## config.mk

```make
export PLATFORM = sky130hd
export DESIGN_NAME = return_address_stack
export DESIGN_NICKNAME = d
export VERILOG_FILES = /design/src/include/ret_stack_pkg.sv /design/src/logic/return_address_stack.sv
export SDC_FILE = /design/constraint.sdc
export NUM_CORES = 1
export LEC_CHECK = 0
export ABC_AREA = 1
export BUFFER_PORTS_ARGS = -buffer_cell sky130_fd_sc_hd__buf_2
export CAP_MARGIN = 20
export CORE_MARGIN = 10
export CORE_UTILIZATION = 45
export DETAILED_ROUTE_END_ITERATION = 8
export GPL_TIMING_DRIVEN = 0
export PLACE_DENSITY_LB_ADDON = 0.12
export RECOVER_POWER = 100
export SYNTH_ARGS = -nofsm -noshare
export SYNTH_HDL_FRONTEND = slang
export SYNTH_SLANG_ARGS = --single-unit
```

## constraint.sdc

```tcl
create_clock -name clk_i -period 3.6 [get_ports clk_i]
set_clock_uncertainty 0.05 [all_clocks]
set_input_delay 0.18 -clock clk_i [delete_from_list [all_inputs] [get_ports clk_i]]
set_output_delay 0.18 -clock clk_i [all_outputs]
set_load 0.05 [all_outputs]
```

## src/include/ret_stack_pkg.sv

```systemverilog
// Constants for the four-entry return-address stack.
// Assumes a single processor clock; no software-visible registers.
package ret_stack_pkg;
    localparam int unsigned DEPTH      = 4;
    localparam int unsigned ADDR_W     = 16;
    localparam int unsigned REG_W      = 56;
    localparam int unsigned FIELD_LO   = 12;
    localparam int unsigned FIELD_HI   = 27;
    localparam logic [15:0] ENTRY_ZERO = 16'h0000;
    localparam logic [2:0]  COUNT_ZERO = 3'h0;
    localparam logic [2:0]  COUNT_FULL = 3'h4;
    localparam logic [2:0]  COUNT_ONE  = 3'h1;
endpackage

```

## src/logic/return_address_stack.sv

```systemverilog
// Four-entry return-address stack for the processor sequencer.
// Assumes the sequencer may raise more than one operation strobe per cycle; a push beats a pop and a call beats a lift.
`timescale 1ns/1ps

module return_address_stack (
    // Clock and reset
    input  wire logic                              clk_i,
    input  wire logic                              rst_i,
    // Operation strobes from the sequencer
    input  wire logic                              call_i,
    input  wire logic                              subroutine_return_i,
    input  wire logic                              discard_return_entry_i,
    input  wire logic                              stack_to_register_i,
    input  wire logic                              register_to_stack_i,
    // Operands
    input  wire logic [ret_stack_pkg::ADDR_W-1:0]  call_addr_i,
    input  wire logic [ret_stack_pkg::REG_W-1:0]   c_reg_i,
    // Results
    output logic                                   pc_load_o,
    output logic [ret_stack_pkg::ADDR_W-1:0]       program_counter_o,
    output logic                                   c_load_o,
    output logic [ret_stack_pkg::ADDR_W-1:0]       c_field_o,
    output logic [ret_stack_pkg::ADDR_W-1:0]       bottom_o,
    output logic [2:0]                             depth_o
);

    // ----------------------------------------
    // State
    // ----------------------------------------
    typedef struct packed {
        logic [ret_stack_pkg::DEPTH-1:0][ret_stack_pkg::ADDR_W-1:0] entry;
        logic [2:0]                                                 count;
        logic                                                       pc_load;
        logic [ret_stack_pkg::ADDR_W-1:0]                           pc;
        logic                                                       c_load;
        logic [ret_stack_pkg::ADDR_W-1:0]                           c_field;
    } state_s;

    state_s state_q;
    state_s state_d;

    logic push;
    logic pop;
    logic [ret_stack_pkg::ADDR_W-1:0] push_val;

    // ----------------------------------------
    // Next state
    // ----------------------------------------
    always_comb begin
        push     = call_i | register_to_stack_i;
        pop      = subroutine_return_i | discard_return_entry_i | stack_to_register_i;
        push_val = call_i ? call_addr_i : c_reg_i[ret_stack_pkg::FIELD_HI:ret_stack_pkg::FIELD_LO];
        state_d         = state_q;
        state_d.pc_load = 1'b0;
        state_d.c_load  = 1'b0;
        if (push) begin
            // Oldest entry falls off the top; no overflow flag by design
            for (int i = ret_stack_pkg::DEPTH-1; i > 0; i--) begin
                state_d.entry[i] = state_q.entry[i-1];
            end
            state_d.entry[0] = push_val;
            if (state_q.count != ret_stack_pkg::COUNT_FULL) begin
                state_d.count = state_q.count + ret_stack_pkg::COUNT_ONE;
            end
        end else if (pop) begin
            // An empty pop shifts in zeros and leaves the depth at zero
            for (int i = 0; i < ret_stack_pkg::DEPTH-1; i++) begin
                state_d.entry[i] = state_q.entry[i+1];
            end
            state_d.entry[ret_stack_pkg::DEPTH-1] = ret_stack_pkg::ENTRY_ZERO;
            if (state_q.count != ret_stack_pkg::COUNT_ZERO) begin
                state_d.count = state_q.count - ret_stack_pkg::COUNT_ONE;
            end
            if (subroutine_return_i) begin
                state_d.pc_load = 1'b1;
                state_d.pc      = state_q.entry[0];
            end
            if (stack_to_register_i) begin
                state_d.c_load  = 1'b1;
                state_d.c_field = state_q.entry[0];
            end
        end
    end

    // Pulses clear with the entries so no stale return fires after reset
    always_ff @(posedge clk_i or posedge rst_i) begin
        if (rst_i) begin
            state_q <= '0;
        end else begin
            state_q <= state_d;
        end
    end

    assign pc_load_o         = state_q.pc_load;
    assign program_counter_o = state_q.pc;
    assign c_load_o          = state_q.c_load;
    assign c_field_o         = state_q.c_field;
    assign bottom_o          = state_q.entry[0];
    assign depth_o           = state_q.count;

    // Free slots must read zero: a pop fills the top with zero and a push only
    // moves zeros upward, so a live value there means a shift went astray.
    logic free_zero;

    always_comb begin
        free_zero = 1'b1;
        for (int i = 0; i < ret_stack_pkg::DEPTH; i++) begin
            if ((i >= int'(depth_o)) && (state_q.entry[i] != ret_stack_pkg::ENTRY_ZERO)) begin
                free_zero = 1'b0;
            end
        end
    end
endmodule

```

==> qor.txt, run 1 <==
Fin. Hold Viols - 0
nets - 761
vias in the first global route - 3,905
Final Non-Filler Cells - 820
cts repair resizes - 0
CTS Buf Count - 9
initial antenna violation count - 0
Fmax - 476 MHz
final setup vio count - 0
Post-Syn Area - 4870 sq um
grt total ovfl - 0
post-route ant nets - 0
worst skew pair latency - 0.36 ns
area growth from synthesis to layout - 13.6%
Post-DP HPWL - 9130 um
Synth cell types - 20
wire length per cell - 15.0 um
critical path class - in2async
Initial Util - 0.468
failing checks - capacitance limit, slew limit
Row Count - 37
Clock Tree Root - clkbuf_8
Crit. End Element - async pin
Startpoint Class - input pin
Final Max Tran Viols - 51
final hold slack - 0.0112 ns
H-Tree Depth - 3
Max clock buf depth - 2
Period minus WS final - 2.10 ns
GRT Total Usage - 0.164
Top Ports - 132
Core Region - 10,400 sq um
Synth Area per Inst - 8.46 sq um
FF+latch count, synth - 101
drt via density - 4.74
Residual DRC - 0
CTS tree - yes
Util after Layout - 0.531
DR vias - 3,884
final wirelength - 12,300 um
PwrDens - 569 nW/um^2
Die H - 124 um
unrepaired setup endpoints after global routing - no
PortBufs - 90
peak supply drop - 0.000228 V
largest net degree at the start of global routing - 52
Leak - 2.81 nW
Tcrit/Tclk final - 0.583
cell count after placement - 803
worst-margin pin slew - 2.32 ns
commonest cells after routing, fill and taps aside - nand2_1 (214), dfrtp_1 (101), clkbuf_1 (68)
die area - 15,400 sq um
global-route wire length before repair - 20,100 um
largest area contributor in the netlist - dfrtp_1
post-synthesis sequential area ratio - 0.519
Post-Syn Instances - 576
Max Cap Viol - 1
initial DRC count - 291
crit-path max FO - 51
# clock sinks - 101
layout cells sized above 1 - 0.180
post-synth top area share - 0.519
Fin Setup TNS - 0 ns
WP data required - 3.67 ns
Warnings, synthesis - 0
WP data arrival - 2.17 ns
die width - 124 um
total power - 3.15 mW
normalized max-slew margin - -0.557
ranking of synthesized cells by area - dfrtp_1 (52%), nand2_1 (16%), buf_4 (8.6%)
commonest non-fill, non-tap cell in the layout - nand2_1
gpl congestion - 0.819
worst hold path class - in2reg
Post-Syn Nets - 658
Reg clk slew, reported paths - 0.11 ns
TritonRoute pass-1 iters - 4
status - finished with violations
n_diodes - 0
synth_stat cells (all sizes together):
cell type  number
dfrtp         101
o211ai          5
xor2            1
ha              3
nand3          46
o21ai          53
buf            76
nor2           39
inv            34
clkbuf          1
nand2         217
flip-flops by register name, summed over array words and instances (netlist names):
name               flops
bottom_o              16
c_field_o             16
c_load_o               1
depth_o                3
pc_load_o              1
program_counter_o     16
state_q               48
logic make-up (layout without fill, tap and decap cells):
logic type                 count (synthesis)  after routing  share of synthesized area
buffers and inverters                    111            219                      0.151
and+or+nand+nor                          302            302                      0.258
adders and majority gates                  3              3                    0.00770
xor gates and xnor gates                   1              1                    0.00180
AOI/OAI and AO/OA                         58             58                     0.0621
DFF                                      101            101                      0.519
report_power, final:
group / internal (mW) / switching (mW) / leakage, nW / total, mW
Sequential: 1.32 / 0.148 / 1.25 / 1.47
Clock: 0.258 / 0.399 / 0.0872 / 0.657
Combinational: 0.326 / 0.701 / 1.47 / 1.03
per-stage QoR:
stage | instance area [sq um] | setup WS (ns)
after floorplan | 4870 | 0.723
after global placement | 5490 | -0.448
after detailed placement | 5520 | 2.26
after CTS | 5710 | 2.10
after global routing | 5540 | 1.18
final | 5540 | 1.50
worst paths after layout:
| kind | start | to | slack [ns] | depth (start not counted) |
|---|---|---|---|---|
| setup / recovery | rst_i | state_q[72]$_DFFE_PP0P_ | 1.50 | 3 |
| hold / removal | call_addr_i[1] | bottom_o[1]$_DFFE_PP0P_ | 0.01 | 3 |
| setup reg to reg | depth_o[0]$_DFFE_PP0P_ | depth_o[0]$_DFFE_PP0P_ | 2.22 | 9 |
| hold reg to reg | state_q[85]$_DFFE_PP0P_ | state_q[85]$_DFFE_PP0P_ | 0.43 | 2 |
| max in group clk_i | call_i | bottom_o[6]$_DFFE_PP0P_ | 1.55 | 7 |
| min in group asynchronous | rst_i | c_field_o[8]$_DFFE_PP0P_ | 0.94 | 3 |
per-layer routing:
metal / GRT usage / share of wire / vias to the layer above
met1: 0.226 / 0.46 / 1823
met5: 0 / 0 / -
met2: 0.260 / 0.47 / 88
met4: 0.0439 / 0.010 / 0
met3: 0.0294 / 0.060 / 11
li1: - / - / 1962
worst max-delay path, stage by stage:
cell,delay [ns]
dlygate4sd3_1,0.53
buf_2,0.12
clkinvlp_2,1.32
cell type report:
type	instances	area, sq um
plain buffers	77	548
clock buffers	10	128
clock inverters	6	47.5
fillers	1040	4880
inverters	34	133
multi-input cells	364	1560
flip-flops and latches	101	2530
well taps	136	170
repair buffers	92	419
repair_timing:
| item | in CTS | in global routing |
|---|---|---|
| hold endpoints to repair | 50 | 0 |
| hold buffers | 1 | 0 |
| buffers inserted | 0 | 0 |
(Power assumes the default switching activity.)
==> inputs of run 2 (changes only) <==
clock period = 1.7 ns   (was 3.6 ns; I/O delays follow)
==> run 2 against run 1 <==
  * The flow now finishes without violations
  * Non-clock buffer count up 17
  * Via count up 3.8%
  * Cell count up 2.2%
  * Power up 120%
==> qor.txt, run 2 (synthesis gave the netlist of run 1 again) <==
WP data required - 1.56 ns (was 3.67 ns)
PwrDens - 1190 nW/um^2 (was 569 nW/um^2)
initial DRC count - 282 (was 291)
PortBufs - 90 (unchanged)
Residual DRC - 0 (unchanged)
Top Ports - 132 (unchanged)
Core Region - 10,400 sq um (unchanged)
TritonRoute pass-1 iters - 4 (unchanged)
Max clock buf depth - 2 (unchanged)
global-route wire length before repair - 20,300 um (was 20,100 um)
Final Max Tran Viols - 0 (was 51)
worst hold path class - in2reg (unchanged)
crit-path max FO - 4 (was 51)
largest net degree at the start of global routing - 44 (was 52)
Tcrit/Tclk final - 0.905
Reg clk slew, reported paths - 0.10 ns (was 0.11 ns)
Leak - 2.98 nW (was 2.81 nW)
worst skew pair latency - 0.36 ns (about the same)
Util after Layout - 0.559 (was 0.531)
drt via density - 4.81 (was 4.74)
final setup vio count - 0 (unchanged)
final hold slack - 0.00638 ns (was 0.0112 ns)
Post-DP HPWL - 9200 um (was 9130 um)
Period minus WS final - 1.54 ns
Post-CTS Setup Inserts - 0 (unchanged)
die width - 124 um (unchanged)
gpl congestion - 0.843 (was 0.819)
wire length per cell - 15.2 um (was 15.0 um)
status - finished clean (was finished with violations)
Biggest register - state_q (unchanged)
unrepaired setup endpoints after global routing - no (unchanged)
final wirelength - 12,700 um (was 12,300 um)
Crit. End Element - output pin (was async pin)
cts repair resizes - 0 (unchanged)
worst-margin pin slew - 0.898 ns (was 2.32 ns)
DR vias - 4,031 (was 3,884)
Startpoint Class - flop (was input pin)
Die H - 124 um (unchanged)
max FFs per register - 48 (unchanged)
total power - 6.92 mW (was 3.15 mW)
cell count after placement - 804 (was 803)
Fmax - 650 MHz
Initial Util - 0.468 (unchanged)
normalized max-slew margin - 0.399 (was -0.557)
area growth from synthesis to layout - 19.5% (was 13.6%)
H-Tree Depth - 3 (unchanged)
critical path class - reg2out (was in2async)
Row Count - 37 (unchanged)
GRT Total Usage - 0.166 (was 0.164)
commonest non-fill, non-tap cell in the layout - nand2_1 (unchanged)
Clock Tree Root - clkbuf_8 (unchanged)
post-route ant nets - 0 (unchanged)
Max Cap Viol - 0 (was 1)
Final Non-Filler Cells - 838 (was 820)
peak supply drop - 0.000512 V (was 0.000228 V)
WP data arrival - 1.40 ns (was 2.17 ns)
CTS Buf Count - 9 (unchanged)
Fin. Hold Viols - 0 (unchanged)
CTS tree - yes (unchanged)
layout cells sized above 1 - 0.201 (was 0.180)
# clock sinks - 101 (unchanged)
initial antenna violation count - 0 (unchanged)
grt total ovfl - 0 (unchanged)
nets - 778 (was 761)
vias in the first global route - 3,911 (was 3,905)
commonest cells after routing, fill and taps aside - nand2_1 (213), dfrtp_1 (101), buf_4 (56) (was nand2_1 (214), dfrtp_1 (101), clkbuf_1 (68))
die area - 15,400 sq um (unchanged)
run 2: cell types whose count changed in the layout (fill, tap and decap cells not counted), sizes merged:
| cell | change |
|---|---|
| dlygate4sd3 | +16 |
| buf | +6 |
| clkbuf | -6 |
| inv | +3 |
| clkinvlp | -2 |
| bufinv | +1 |
| clkinv | -1 |
| diode | +1 |
run 2: final cells by class:
| type | instances | area, sq um |
|---|---|---|
| clock inverters | 7 | 81.3 |
| diodes | 1 | 2.50 |
| inverters | 34 | 134 |
| flip-flops and latches | 101 | 2530 |
| well taps | 136 | 170 |
| multi-input cells | 364 | 1590 |
| repair buffers | 109 | 599 |
| plain buffers | 77 | 594 |
| fillers | 991 | 4590 |
| clock buffers | 9 | 124 |
run 2: layer usage:
layer  GRT usage  part of all wire
met2       0.264              0.47
met5           0                 0
met1       0.226              0.45
met3      0.0294             0.068
met4      0.0540             0.017
run 2: path summary, 6_finish.rpt:
| check | startpoint | endpoint | slack (ns) | depth (start not counted) |
|---|---|---|---|---|
| max in group asynchronous | rst_i | state_q[80]$_DFFE_PP0P_ | 0.32 | 5 |
| min in group asynchronous | rst_i | depth_o[0]$_DFFE_PP0P_ | 0.31 | 3 |
| max reg2reg | depth_o[0]$_DFFE_PP0P_ | depth_o[2]$_DFFE_PP0P_ | 0.32 | 9 |
| min | call_addr_i[12] | bottom_o[12]$_DFFE_PP0P_ | 0.006 | 3 |
| max | bottom_o[15]$_DFFE_PP0P_ | bottom_o[15] | 0.16 | 2 |
| min reg2reg | state_q[93]$_DFFE_PP0P_ | state_q[93]$_DFFE_PP0P_ | 0.43 | 2 |
run 2: timing repair:
item	in CTS	in global routing
endpoints found under the setup margin	0	0
hold buffers	17	0
endpoints found under the hold margin	34	0
run 2: where the power goes:
group / internal, mW / switching (mW)
logic: 0.734 / 1.50
registers: 2.79 / 0.314
clock network: 0.708 / 0.877
run 2: critical path, cell delays in order, from the launching register on:
cell and delay, ns:
dfrtp_1 0.44, buf_4 0.14, clkbuf_1 0.46
run 2: per-stage QoR:
| step | worst slack, ns | cell area, sq um | TNS [ns] |
|---|---|---|---|
| 2_1_floorplan | 0.361 | 4880 | 0 |
| 3_3_place_gp | -0.315 | 5500 | -31.04 |
| 3_5_place_dp | 0.364 | 5540 | 0 |
| 4_1_cts | 0.293 | 5910 | 0 |
| 5_1_grt | 0.0931 | 5820 | 0 |
| 6_report | 0.161 | 5820 | 0 |
